[src/hdl/lfn_pkg.sv]
// Purpose: shared constants for the supply life notifier
// Assumes: 100 MHz clock, 0.1 s internal tick
// Notes: segment bytes are {dp,g,f,e,d,c,b,a}, digits left to right
package lfn_pkg;
   localparam int CLK_PERIOD_NS = 10;
   localparam int TICK_MS = 100;
   localparam int TICK_NS = TICK_MS * 1000000;
   localparam int TICK_CYCLES = TICK_NS / CLK_PERIOD_NS;
   localparam int TICKS_PER_S = 1000 / TICK_MS;

   localparam int POWERUP_MS = 200;
   localparam int POWERUP_TICKS = POWERUP_MS / TICK_MS;
   localparam int INIT_MS = 1000;
   localparam int INIT_TICKS = INIT_MS / TICK_MS;
   localparam int BOOT_ALARM_MS = 5000;
   localparam int BOOT_END_TICKS = (POWERUP_MS + BOOT_ALARM_MS) / TICK_MS;
   localparam int TEST_LONG_MS = 3000;
   localparam int TEST_LONG_TICKS = TEST_LONG_MS / TICK_MS;
   localparam int VER_MS = 500;
   localparam int VER_TICKS = VER_MS / TICK_MS;
   localparam int VER_REPEAT = 3;
   localparam int ALT_MS = 2000;
   localparam int ALT_TICKS = ALT_MS / TICK_MS;
   localparam int DOWN_BLANK_TICKS = 1;
   localparam int DOWN_PULSE_TICKS = 1;

   localparam int MONTH_S = 2592000;
   localparam int YEAR_S = 31536000;
   localparam int SIX_MONTH_S = YEAR_S / 2;
   localparam int TWO_YEAR_S = 2 * YEAR_S;
   localparam int HOT_LOCK_S = 3 * 3600;
   localparam int LIFE_S = 10 * YEAR_S;

   localparam logic [7:0] TEMP_BASE_C = 8'h28;
   localparam logic [7:0] TEMP_STEP_C = 8'h0a;

   localparam logic [7:0] SEG_DP = 8'h80;
   localparam logic [23:0] DISP_BLANK = 24'h000000;
   localparam logic [23:0] DISP_INIT = 24'h404040;
   localparam logic [23:0] DISP_FULL = 24'h713e38;
   localparam logic [23:0] DISP_HALF = 24'h763871;
   localparam logic [23:0] DISP_ALARM = 24'h773f5b;
   localparam logic [23:0] DISP_1P5 = 24'h866d00;
   localparam logic [23:0] DISP_0P5 = 24'hbf6d00;
   localparam logic [23:0] DISP_0P0 = 24'hbf3f00;
   localparam logic [23:0] DISP_HOT_ERR = 24'h765c7c;
   localparam logic [23:0] DISP_HOT_LOCK = 24'h765c78;
   localparam logic [23:0] DISP_FAULT = 24'h7f7f7f;

   typedef enum logic [2:0] {M_LOAD, M_INIT, M_RUN, M_DOWN, M_OFF} lfn_mode_e;
endpackage

[src/hdl/lfn_sync.sv]
// Purpose: three-stage pin synchroniser with agreement filter
// Assumes: inputs asynchronous to clk
// Notes: output moves only when stages two and three agree
`timescale 1ns/1ps
module lfn_sync #(
   parameter int W = 1,
   parameter logic [W-1:0] RST = '0
) (
   input wire logic clk,
   input wire logic resetn,
   input wire logic [W-1:0] d,
   output logic [W-1:0] q
);
   typedef struct packed {
      logic [W-1:0] s1;
      logic [W-1:0] s2;
      logic [W-1:0] s3;
      logic [W-1:0] q;
   } lfn_sync_s;
   lfn_sync_s st_r;
   lfn_sync_s st_nxt;

   always_comb begin
      st_nxt = st_r;
      st_nxt.s1 = d;
      st_nxt.s2 = st_r.s1;
      st_nxt.s3 = st_r.s2;
      // agree -> take stage three, else hold
      st_nxt.q = (st_r.s2 & st_r.s3) | (st_r.q & (st_r.s2 ^ st_r.s3));
   end

   always_ff @(posedge clk or negedge resetn) begin
      if (!resetn) begin
         st_r <= {RST, RST, RST, RST};
      end else begin
         st_r <= st_nxt;
      end
   end

   assign q = st_r.q;
endmodule

[src/hdl/lfn_tick.sv]
// Purpose: prescaled timebase, one-cycle tick every CYC clocks
// Assumes: en low stops and clears the prescaler
// Notes: cyc is a parameter so simulation can shorten it
`timescale 1ns/1ps
module lfn_tick #(
   parameter int CYC = lfn_pkg::TICK_CYCLES
) (
   input wire logic clk,
   input wire logic resetn,
   input wire logic en,
   output logic tick
);
   typedef struct packed {
      logic [31:0] cnt;
      logic tick;
   } lfn_tick_s;
   lfn_tick_s st_r;
   lfn_tick_s st_nxt;

   always_comb begin
      st_nxt = st_r;
      st_nxt.tick = 1'b0;
      if (!en) begin
         st_nxt.cnt = 32'h0;
      end else if (st_r.cnt == 32'(CYC - 1)) begin
         st_nxt.cnt = 32'h0;
         st_nxt.tick = 1'b1;
      end else begin
         st_nxt.cnt = st_r.cnt + 32'h1;
      end
   end

   always_ff @(posedge clk or negedge resetn) begin
      if (!resetn) begin
         st_r <= '0;
      end else begin
         st_r <= st_nxt;
      end
   end

   assign tick = st_r.tick;
endmodule

[src/hdl/lfn_notifier.sv]
// Purpose: capacitor wear estimate, three-digit display and alarm output
// Assumes: reset follows supply power-up; wear restored from a store
// Notes: alarm_out high means output conducting (healthy)
`timescale 1ns/1ps
module lfn_notifier #(
   parameter int TICK_CYCLES = lfn_pkg::TICK_CYCLES,
   parameter int MONTH_S = lfn_pkg::MONTH_S,
   parameter int SIX_MONTH_S = lfn_pkg::SIX_MONTH_S,
   parameter int YEAR_S = lfn_pkg::YEAR_S,
   parameter int TWO_YEAR_S = lfn_pkg::TWO_YEAR_S,
   parameter int LIFE_S = lfn_pkg::LIFE_S,
   parameter int HOT_LOCK_S = lfn_pkg::HOT_LOCK_S,
   // arbitrary version pattern, shows "1.0"
   parameter logic [23:0] VERSION_DISP = 24'h863f00
) (
   input wire logic clk,
   input wire logic resetn,
   input wire logic power_good,
   input wire logic test_n,
   input wire logic overheat,
   input wire logic sys_fault,
   input wire logic [7:0] temp_c,
   input wire logic [39:0] nv_wear,
   input wire logic [31:0] nv_op_s,
   output logic [7:0] seg_left,
   output logic [7:0] seg_mid,
   output logic [7:0] seg_right,
   output logic alarm_out,
   output logic [39:0] wear_out,
   output logic [31:0] op_s_out
);
   typedef struct packed {
      lfn_pkg::lfn_mode_e mode;
      logic [3:0] sub;
      logic [31:0] op_s;
      logic [39:0] wear;
      logic [7:0] seq;
      logic due_boot;
      logic [4:0] alt;
      logic alt_ph;
      logic [4:0] btn_t;
      logic [1:0] ver_cnt;
      logic [3:0] ver_t;
      logic [31:0] hot_s;
      logic hot_lock;
      logic fault;
      logic alarm;
      logic [23:0] disp;
   } lfn_state_s;

   lfn_state_s st_r;
   lfn_state_s st_nxt;
   logic pwr;
   logic test_s_n;
   logic hot_in;
   logic tick;
   logic tick_en;
   logic [39:0] remain;
   logic due;
   logic young;
   logic sec;
   logic btn_long;
   logic [5:0] weight;
   logic [23:0] run_disp;
   logic run_alarm;

   lfn_sync #(.W(3), .RST(3'b110)) u_sync (
      .clk(clk),
      .resetn(resetn),
      .d({power_good, test_n, overheat}),
      .q({pwr, test_s_n, hot_in})
   );

   // timebase idles once the supply is fully down
   assign tick_en = (st_r.mode != lfn_pkg::M_OFF);

   lfn_tick #(.CYC(TICK_CYCLES)) u_tick (
      .clk(clk),
      .resetn(resetn),
      .en(tick_en),
      .tick(tick)
   );

   always_comb begin
      st_nxt = st_r;
      remain = (st_r.wear >= 40'(LIFE_S)) ? 40'h0 : 40'(LIFE_S) - st_r.wear;
      due = (remain <= 40'(SIX_MONTH_S));
      young = (st_r.op_s < 32'(MONTH_S));
      sec = tick && (st_r.sub == 4'(lfn_pkg::TICKS_PER_S - 1));
      btn_long = !test_s_n && (st_r.btn_t >= 5'(lfn_pkg::TEST_LONG_TICKS));
      // wear doubles per 10 degrees above base, held at eight times from base plus 30 up
      if (temp_c >= lfn_pkg::TEMP_BASE_C + 8'(3) * lfn_pkg::TEMP_STEP_C) begin
         weight = 6'h08;
      end else if (temp_c >= lfn_pkg::TEMP_BASE_C + 8'(2) * lfn_pkg::TEMP_STEP_C) begin
         weight = 6'h04;
      end else if (temp_c >= lfn_pkg::TEMP_BASE_C + lfn_pkg::TEMP_STEP_C) begin
         weight = 6'h02;
      end else begin
         weight = 6'h01;
      end

      if (tick) begin
         st_nxt.sub = sec ? 4'h0 : st_r.sub + 4'h1;
         if (st_r.seq != 8'hff) begin
            st_nxt.seq = st_r.seq + 8'h01;
         end
         if (st_r.alt == 5'(lfn_pkg::ALT_TICKS - 1)) begin
            st_nxt.alt = 5'h0;
            st_nxt.alt_ph = !st_r.alt_ph;
         end else begin
            st_nxt.alt = st_r.alt + 5'h1;
         end
      end

      // accrual only with power present
      if (sec && pwr && (st_r.mode == lfn_pkg::M_INIT || st_r.mode == lfn_pkg::M_RUN)) begin
         st_nxt.op_s = st_r.op_s + 32'h1;
         st_nxt.wear = st_r.wear + 40'(weight);
      end

      // button: short release starts version display
      if (!test_s_n) begin
         if (tick && st_r.btn_t < 5'(lfn_pkg::TEST_LONG_TICKS)) begin
            st_nxt.btn_t = st_r.btn_t + 5'h1;
         end
      end else begin
         if (st_r.btn_t != 5'h0 && st_r.btn_t < 5'(lfn_pkg::TEST_LONG_TICKS)) begin
            st_nxt.ver_cnt = 2'(lfn_pkg::VER_REPEAT);
            st_nxt.ver_t = 4'hf; // wraps to zero on next tick, so every showing is whole
         end
         st_nxt.btn_t = 5'h0;
      end
      if (st_r.ver_cnt != 2'h0 && tick) begin
         if (st_r.ver_t == 4'(2 * lfn_pkg::VER_TICKS - 1)) begin
            st_nxt.ver_t = 4'h0;
            st_nxt.ver_cnt = st_r.ver_cnt - 2'h1;
         end else begin
            st_nxt.ver_t = st_r.ver_t + 4'h1;
         end
      end

      // overheat lasting too long locks notification out
      if (!hot_in) begin
         st_nxt.hot_s = 32'h0;
      end else if (sec && !st_r.hot_lock) begin
         st_nxt.hot_s = st_r.hot_s + 32'h1;
         if (st_r.hot_s + 32'h1 >= 32'(HOT_LOCK_S)) begin
            st_nxt.hot_lock = 1'b1;
         end
      end
      if (sys_fault) begin
         st_nxt.fault = 1'b1;
      end

      // normal notification picture
      if (young) begin
         run_disp = lfn_pkg::DISP_FULL;
         run_alarm = 1'b1;
      end else if (due) begin
         run_disp = st_r.alt_ph ? lfn_pkg::DISP_ALARM : lfn_pkg::DISP_0P0;
         run_alarm = 1'b0;
      end else if (remain < 40'(YEAR_S)) begin
         run_disp = lfn_pkg::DISP_0P5;
         run_alarm = 1'b1;
      end else if (remain < 40'(TWO_YEAR_S)) begin
         run_disp = lfn_pkg::DISP_1P5;
         run_alarm = 1'b1;
      end else if (remain < 40'(LIFE_S / 2)) begin
         run_disp = lfn_pkg::DISP_HALF;
         run_alarm = 1'b1;
      end else begin
         run_disp = lfn_pkg::DISP_FULL;
         run_alarm = 1'b1;
      end
      if (st_r.due_boot && st_r.seq < 8'(lfn_pkg::BOOT_END_TICKS)) begin
         run_alarm = 1'b1;
      end
      // error and test overrides, highest first
      if (st_r.fault) begin
         run_disp = lfn_pkg::DISP_FAULT;
         run_alarm = 1'b0;
      end else if (st_r.hot_lock) begin
         run_disp = lfn_pkg::DISP_HOT_LOCK;
         run_alarm = 1'b0;
      end else if (hot_in) begin
         run_disp = lfn_pkg::DISP_HOT_ERR;
         run_alarm = 1'b0;
      end else if (btn_long) begin
         run_disp = lfn_pkg::DISP_ALARM;
         run_alarm = 1'b0;
      end else if (st_r.ver_cnt != 2'h0) begin
         run_disp = (st_r.ver_t < 4'(lfn_pkg::VER_TICKS)) ? VERSION_DISP : lfn_pkg::DISP_BLANK;
      end

      unique case (st_r.mode)
         lfn_pkg::M_LOAD: begin
            // stored wear taken after reset release, never under reset
            st_nxt.wear = nv_wear;
            st_nxt.op_s = nv_op_s;
            st_nxt.seq = 8'h0;
            st_nxt.mode = lfn_pkg::M_INIT;
            st_nxt.disp = lfn_pkg::DISP_BLANK;
            st_nxt.alarm = 1'b0;
         end
         lfn_pkg::M_INIT: begin
            st_nxt.disp = lfn_pkg::DISP_INIT;
            st_nxt.alarm = (st_r.seq >= 8'(lfn_pkg::POWERUP_TICKS)) && !st_r.hot_lock;
            st_nxt.due_boot = due && !young;
            if (tick && st_r.seq >= 8'(lfn_pkg::INIT_TICKS - 1)) begin
               st_nxt.mode = lfn_pkg::M_RUN;
            end
         end
         lfn_pkg::M_RUN: begin
            st_nxt.disp = run_disp;
            st_nxt.alarm = run_alarm;
         end
         lfn_pkg::M_DOWN: begin
            st_nxt.disp = lfn_pkg::DISP_BLANK;
            if (st_r.seq < 8'(lfn_pkg::DOWN_BLANK_TICKS)) begin
               st_nxt.alarm = st_r.alarm;
            end else begin
               // due unit gives one short pulse as it dies
               st_nxt.alarm = due && !young && (st_r.seq < 8'(lfn_pkg::DOWN_BLANK_TICKS
                  + lfn_pkg::DOWN_PULSE_TICKS));
            end
            if (st_r.seq >= 8'(lfn_pkg::DOWN_BLANK_TICKS + lfn_pkg::DOWN_PULSE_TICKS)) begin
               st_nxt.mode = lfn_pkg::M_OFF;
               st_nxt.alarm = 1'b0;
            end
         end
         lfn_pkg::M_OFF: begin
            st_nxt.disp = lfn_pkg::DISP_BLANK;
            st_nxt.alarm = 1'b0;
            if (pwr) begin
               st_nxt.mode = lfn_pkg::M_INIT;
               st_nxt.seq = 8'h0;
            end
         end
      endcase

      if (!pwr && (st_r.mode == lfn_pkg::M_INIT || st_r.mode == lfn_pkg::M_RUN)) begin
         st_nxt.mode = lfn_pkg::M_DOWN;
         st_nxt.seq = 8'h0;
         st_nxt.disp = lfn_pkg::DISP_BLANK;
         st_nxt.alarm = st_r.alarm;
      end
   end

   always_ff @(posedge clk or negedge resetn) begin
      if (!resetn) begin
         st_r <= '0;
      end else begin
         st_r <= st_nxt;
      end
   end

   assign seg_left = st_r.disp[23:16];
   assign seg_mid = st_r.disp[15:8];
   assign seg_right = st_r.disp[7:0];
   assign alarm_out = st_r.alarm;
   assign wear_out = st_r.wear;
   assign op_s_out = st_r.op_s;
endmodule

[config.mk]
export PLATFORM = sky130hd
export DESIGN_NAME = lfn_notifier
export DESIGN_NICKNAME = d
export VERILOG_FILES = /design/src/hdl/lfn_pkg.sv /design/src/hdl/lfn_sync.sv /design/src/hdl/lfn_tick.sv /design/src/hdl/lfn_notifier.sv
export SDC_FILE = /design/constraint.sdc
export NUM_CORES = 1
export LEC_CHECK = 0
export BUFFER_PORTS_ARGS = -buffer_cell sky130_fd_sc_hd__buf_2
export CORE_MARGIN = 4
export CORE_UTILIZATION = 45
export CTS_CLUSTER_DIAMETER = 150
export DETAILED_ROUTE_END_ITERATION = 8
export PLACE_DENSITY_LB_ADDON = 0.05
export SLEW_MARGIN = 20
export SYNTH_ARGS = -nofsm -noshare
export SYNTH_HDL_FRONTEND = slang
export SYNTH_SLANG_ARGS = --single-unit
export TNS_END_PERCENT = 30
[constraint.sdc]
create_clock -name clk -period 3.4 [get_ports clk]
set_input_delay 0.17 -clock clk [delete_from_list [all_inputs] [get_ports clk]]
set_output_delay 0.17 -clock clk [all_outputs]
set_load 0.01 [all_outputs]
# After elaboration in Yosys (flattened, before gate mapping)
# Index checks and enable logic that the tools add are counted.
[totals]
rom_bits = 0
output_inout_bits = 97
mem_count = 0
ram_bits = 0
wordCells = 160
in_bits = 86
ff_bits = 209
latch_bits = 0
[classes]
n_addsub = 11
magnitude_cmp = 18
n_mul = 0
n_reduce_logical = 34
div_mod_pow = 0
shift = 0
mux = 55
bitwise_logic = 5
eq_ne = 15
[op_table]
columns = ["op", "n"]
rows = [
  ["24-bit 2-to-1 mux", 12],
  ["72-bit 2-to-1 mux", 2],
  ["25-bit case mux with 4 select lines", 1],
  ["32-bit by 1-bit adder with 32-bit output, second input constant", 3],
  ["32-bit 2-to-1 mux", 3],
  ["40-bit by 6-bit adder with 40-bit output", 1],
  ["40-bit by 29-bit >= comparator with 1-bit output, second input constant", 1],
  ["40-bit by 24-bit <= comparator with 1-bit output, second input constant", 1],
  ["40-bit by 25-bit less-than comparator with 1-bit output, second input constant", 1],
  ["40-bit by 26-bit less-than comparator with 1-bit output, second input constant", 1],
  ["40-bit by 28-bit less-than comparator with 1-bit output, second input constant", 1],
  ["40-bit 2-to-1 mux", 1],
  ["29-bit by 40-bit subtractor with 40-bit output, first input constant", 1],
  ["33-bit 2-to-1 mux", 1],
  ["32-bit by 24-bit equality test with 1-bit output, second input constant", 1],
  ["32-bit by 14-bit >= comparator with 1-bit output, second input constant", 1],
  ["32-bit by 22-bit less-than comparator with 1-bit output, second input constant", 1],
  ["8-bit 2-to-1 mux", 4],
  ["6-bit 2-to-1 mux", 4],
  ["19-bit 2-to-1 mux", 1],
  ["8-bit by 6-bit >= comparator with 1-bit output, second input constant", 2],
  ["8-bit case mux with 2 select lines", 1],
  ["3-bit 2-to-1 mux", 5],
  ["5-bit 2-to-1 mux", 3],
  ["40 further kinds", 85],
]

# Longest topological paths before layout
[logic_depth]
word_depth = 15
ltp_mapped = 14
mapped_depth_nobuf = 14

# Cells and area by module
# From an unflattened synthesis, not the netlist that was laid out.
[unflattened]
cells_unflattened = 1655
area_unflattened_um2 = 14061.0
[by_module_without_submodules]
columns = ["module", "cells_each", "seq_area_each_um2", "n_inst", "area_each_um2"]
rows = [
  ["lfn_notifier", 1469, 4003.8, 1, 11945.2],
  ["lfn_tick", 165, 825.8, 1, 1722.9],
  ["lfn_sync", 21, 310.3, 1, 392.9],
]

# Least setup slack after synthesis
# OpenSTA, ideal clock, no wires.
[synth_timing]
path_kind = "register to register"
from = "reg st_r (netlist bit wear_out[1])"
to = "reg st_r (netlist bit alarm_out)"
arrival_ns = 3.541
required_time_ns = 3.274
path_stages_with_launch = 15
path_slack_ns = -0.267
setup_time_ns = 0.126
path_buffers = 3
synth_period_minus_slack_ns = 3.667
path_cell_list = "dfrtp_1 clkbuf_1 inv_1 ha_1 buf_2 nor3b_1 a21oi_1 clkbuf_1 nor4_1 a311oi_1 nand4_1 o31a_1 a41oi_4 a31oi_1 o32a_1"
[synth_via]
elab_chain_len = 11
word_cells_on_any_way = 16
cone_classes = "add/sub: 1; order compare: 2; mux: 11; reduce/logical: 2"
[synth_rtl]
columns = ["element", "line", "source"]
rows = [
  ["start: declaration", "lfn_notifier.sv:51", "lfn_state_s st_r;"],
  ["start signal: assignment", "lfn_notifier.sv:253", "st_r <= st_nxt;"],
  ["29-bit by 40-bit subtractor with 40-bit output or 40-bit by 29-bit >= comparator with 1-bit output (tied branches)", "lfn_notifier.sv:86", "remain = (st_r.wear >= 40'(LIFE_S)) ? 40'h0 : 40'(LIFE_S) - st_r.wear;"],
  ["40-bit 2-to-1 mux (*)", "lfn_notifier.sv:86", ""],
  ["40-bit by 24-bit <= comparator with 1-bit output (*)", "lfn_notifier.sv:87", "due = (remain <= 40'(SIX_MONTH_S));"],
  ["1-bit 2-to-1 mux", "lfn_notifier.sv:159", "end else if (due) begin"],
  ["1-bit 2-to-1 mux", "lfn_notifier.sv:156", "if (young) begin"],
  ["1-bit 2-to-1 mux", "lfn_notifier.sv:175", "if (st_r.due_boot && st_r.seq < 8'(lfn_pkg::BOOT_END_TICKS)) begin"],
  ["1-bit 2-to-1 mux", "lfn_notifier.sv:188", "end else if (btn_long) begin"],
  ["1-bit 2-to-1 mux", "lfn_notifier.sv:185", "end else if (hot_in) begin"],
  ["1-bit 2-to-1 mux", "lfn_notifier.sv:182", "end else if (st_r.hot_lock) begin"],
  ["1-bit 2-to-1 mux", "lfn_notifier.sv:179", "if (st_r.fault) begin"],
  ["25-bit case mux with 4 select lines (*)", "lfn_notifier.sv:195", "unique case (st_r.mode)"],
]
# Every way passes the cells marked *; elsewhere a longest branch is shown, timed or not. The select of a mux whose other input is x is not followed.
# A chain may end at the register's enable or synchronous reset.

==> results by group <==
Worst setup path
  • Most numerous cell on the critical path: buf_4
  • Worst setup SP type: flop
  • RR Startpoint: wear_out[1]
  • Worst EP required: 3.82 ns
  • CP Launch Point: wear_out[1]
  • CP max FO: 7
  • Top delay family on crit path: compound AO/OA/AOI/OAI gates
  • WS Path Type: flop to flop
  • Critical path's largest stage delay: around 0.59 ns
  • Worst path bufs/invs: 3
  • Slowest-stage cell, CP: or4b_2
  • Worst Path Arrival: 3.77 ns
  • Crit path capture type: flop
  • Crit-path cells: inv_2 -> ha_1 -> buf_4 -> or4b_2 -> o211ai_1 -> a311oi_1 -> o211ai_2 -> a41oi_4 -> buf_4 -> or3_1 -> o41a_1

Yosys
  • Largest cells by area after synthesis: dfrtp_1, buf_4, nand2_1
  • Dominant synthesized flop cell: dfrtp_1
  • Syn. warnings: 0
  • Cells after Synth: between 1500 and 2000
  • Post-synthesis mux area share: 0.695%
  • Mapped Area: roughly 14000 sq um
  • Post-Syn Area per Cell: between 8 and 9 sq um
  • Post-Synth Simple-Gate Area: about a quarter
  • Post-synth top area share: 35.6%
  • Adder-Cell Fraction of Synth Area: roughly 2.1%
  • Flops & latches, synth: between 200 and 250
  • Dominant cell type by area after synthesis: dfrtp_1
  • Synth Area in Compound Gates: a little under a fifth
  • Synth async-reset ratio: 100%
  • EDFF count, synth: 0
  • Largest family of logic cells by synthesized area: simple AND/OR/NAND/NOR gates
  • Synth unique cells: 87
  • Sequential share of the synthesized area: between 30% and 40%
  • XOR/XNOR share of the synthesized area: 6.38%

Layout
  • Post-Layout Inst Area: 16800 sq um
  • Final Non-Filler Cells: around 2300
  • Layout cells sized above 1: 21.4%
  • N_diodes: 0
  • Fillers: 2845
  • Most frequent cells in the layout: dfrtp_1, buf_2, nand2_1, nor2_1, buf_4
  • Storage cell area: approximately 5100 sq um
  • Commonest non-fill, non-tap cell in the layout: dfrtp_1
  • Footprint of the multi-input gates: ~7500 sq um
  • Layout Nets: 1984
  • Area grow syn2layout: 21.3%

Placement
  • Post-DP HPWL: 29.4 mm
  • Final RePlAce weighted congestion: around 0.87
  • DP Area: 15100 sq um
  • Dpl cells: 2164
  • DP Worst Slack: between 0.007 and 0.008 ns
  • Port buffer count: between 150 and 200

Detailed routing
  • DRC: 0
  • Via count: approximately 13000
  • Drt wl/cell: ~18 um
  • Routed WL: a little over 40 mm
  • First drt pass iteration count: 5
  • Final ANT Viol Nets: 0
  • Starting DRC count in detailed routing: between 800 and 900
  • Via density: between 5 and 6

STA
  • Fin crit period: around 3.3 ns
  • Final Skew: about 0.015 ns
  • Rel. slew slack: 50.9%
  • Fin crit share: a little over nine tenths
  • Peak Freq: 299 MHz
  • RSZ-0062 raised after global routing: yes
  • Final setup viols: 0
  • Final hold violation count: 0
  • Slew Limit Fails: 0
  • Setup WS post-layout: between 0.05 and 0.06 ns
  • Worst Tran Pin Value: 0.731 ns
  • Setup TNS: 0 ns

Global routing
  • GR Util met2: between 30% and 40%
  • Vias in the first global route: approximately 12000
  • Global Route met3 Usage: between 3 and 4%
  • Gr busiest metal: met2
  • Initial antenna violation count: 0
  • Global route total overflow: 0
  • First-pass GRT wire length: 65.7 mm
  • Largest net degree at the start of global routing: 65
  • M1 GR Usage: 33.8%
  • GRT Overall Usage: a little under a quarter

Clock network
  • CTS tree: built
  • Clock slew at reported path FFs: ~0.060 ns
  • CTS Buffer Depth: 3
  • Clk Latency, worst-skew pair: around 0.54 ns
  • Root buf cell: clkbuf_16
  • H-tree Lvls: 1
  • TritonCTS Sinks: 205
  • CTS Buf Count: 25

Power and ir drop
  • Tot Pwr: approximately 0.0061 W
  • Worst VDD drop: 404 uV
  • Pwr per Cell Area: around 360 nW/um^2
  • Pleak: about 7.2 nW

Floorplan
  • Site Rows: between 60 and 70
  • Core ar.: 30500 sq um
  • Die Ht: ~180 um
  • Initial core utilization: between 40% and 50%
  • Die width: about 180 um
  • Die area: roughly 34000 sq um
  • Io pins: 183

Min path
  • Worst Hold Class: primary input to async pin

Outcome
  • Status: complete, no violations

Run
  • Max-Cap Viols: 0
per-layer routing:
layer / vias to the layer above / routed length [um]
met5: - / 0
met4: 0 / 811
met3: 60 / 1950
met2: 347 / 18400
met1: 6217 / 19100
li1: 6320 / -
registers in the layout, summed over array words and instances, names as in the netlist, 3 cells and up:
signal	flops
seg_mid	7
wear_out	40
u_sync.q	3
u_sync.st_r	3
st_r	67
u_tick.st_r	32
seg_left	6
seg_right	7
u_sync.st_nxt	6
op_s_out	32
stage by stage:
| step | util [%] | hold slack, ns |
|---|---|---|
| after CTS | 54.8 | 0.174 |
| after global routing | 55.1 | 0.206 |
| after floorplan | - | -0.126 |
| final | 55.1 | 0.163 |
| after global placement | 49.4 | 0.151 |
| after detailed placement | 49.4 | 0.152 |
cell families after synthesis:
group / after synthesis
compound gates: 382
simple gates: 700
other cells: 1
mux: 9
fa+ha+maj: 23
xor+xnor: 101
flops: 205
buf+inv: 245
report_power, final:
| part | switching [W] | internal, W | leakage [nW] |
|---|---|---|---|
| combinational | 0.000357 | 0.000311 | 4.14 |
| clock | 0.00111 | 0.00169 | 0.424 |
| sequential | 0.0000872 | 0.00250 | 2.63 |
| total | 0.00156 | 0.00450 | 7.19 |
worst paths after layout:
kind / end / slack, ns / cells after the start
max in group asynchronous: u_sync.st_nxt[8] / 2.35 / 3
hold / removal: wear_out[9] / 0.16 / 2
min in group clk: wear_out[0] / 0.20 / 5
setup / recovery: seg_mid[4] / 0.05 / 11
hold reg to reg: u_sync.st_nxt[4] / 0.35 / 0
setup reg to reg: seg_mid[4] / 0.05 / 11
cells in the mapped netlist (15+ instances only):
cell / instances
nor2_1: 149
nand4_1: 46
xnor2_1: 57
inv_1: 40
or3_1: 18
nand3_1: 92
nand2_1: 175
ha_1: 22
dfrtp_1: 197
clkbuf_1: 88
a31oi_1: 30
buf_4: 99
nor4_1: 26
o21ai_0: 107
nor3_1: 49
and2_1: 40
xor2_1: 44
a211oi_1: 15
a21oi_1: 68
and3_1: 31
area by class of cell:
cell class | count | share of cell area (%)
clock buffer | 34 | 4.16
clock inverter | 12 | 0.997
inverter | 41 | 0.915
multi-input combinational | 1217 | 44.6
sequential | 205 | 30.6
tap | 396 | 2.95
timing repair buffer | 385 | 15.8
what timing repair did:
item / CTS / global route
buffers inserted: 0 / 3
setup endpoints to repair: 1 / 16
gates resized for setup: 4 / 13
hold buffers: 77 / 0
pin swaps: 0 / 4
hold endpoints to repair: 136 / 0
Note: power is estimated with default switching activity, not from simulation.
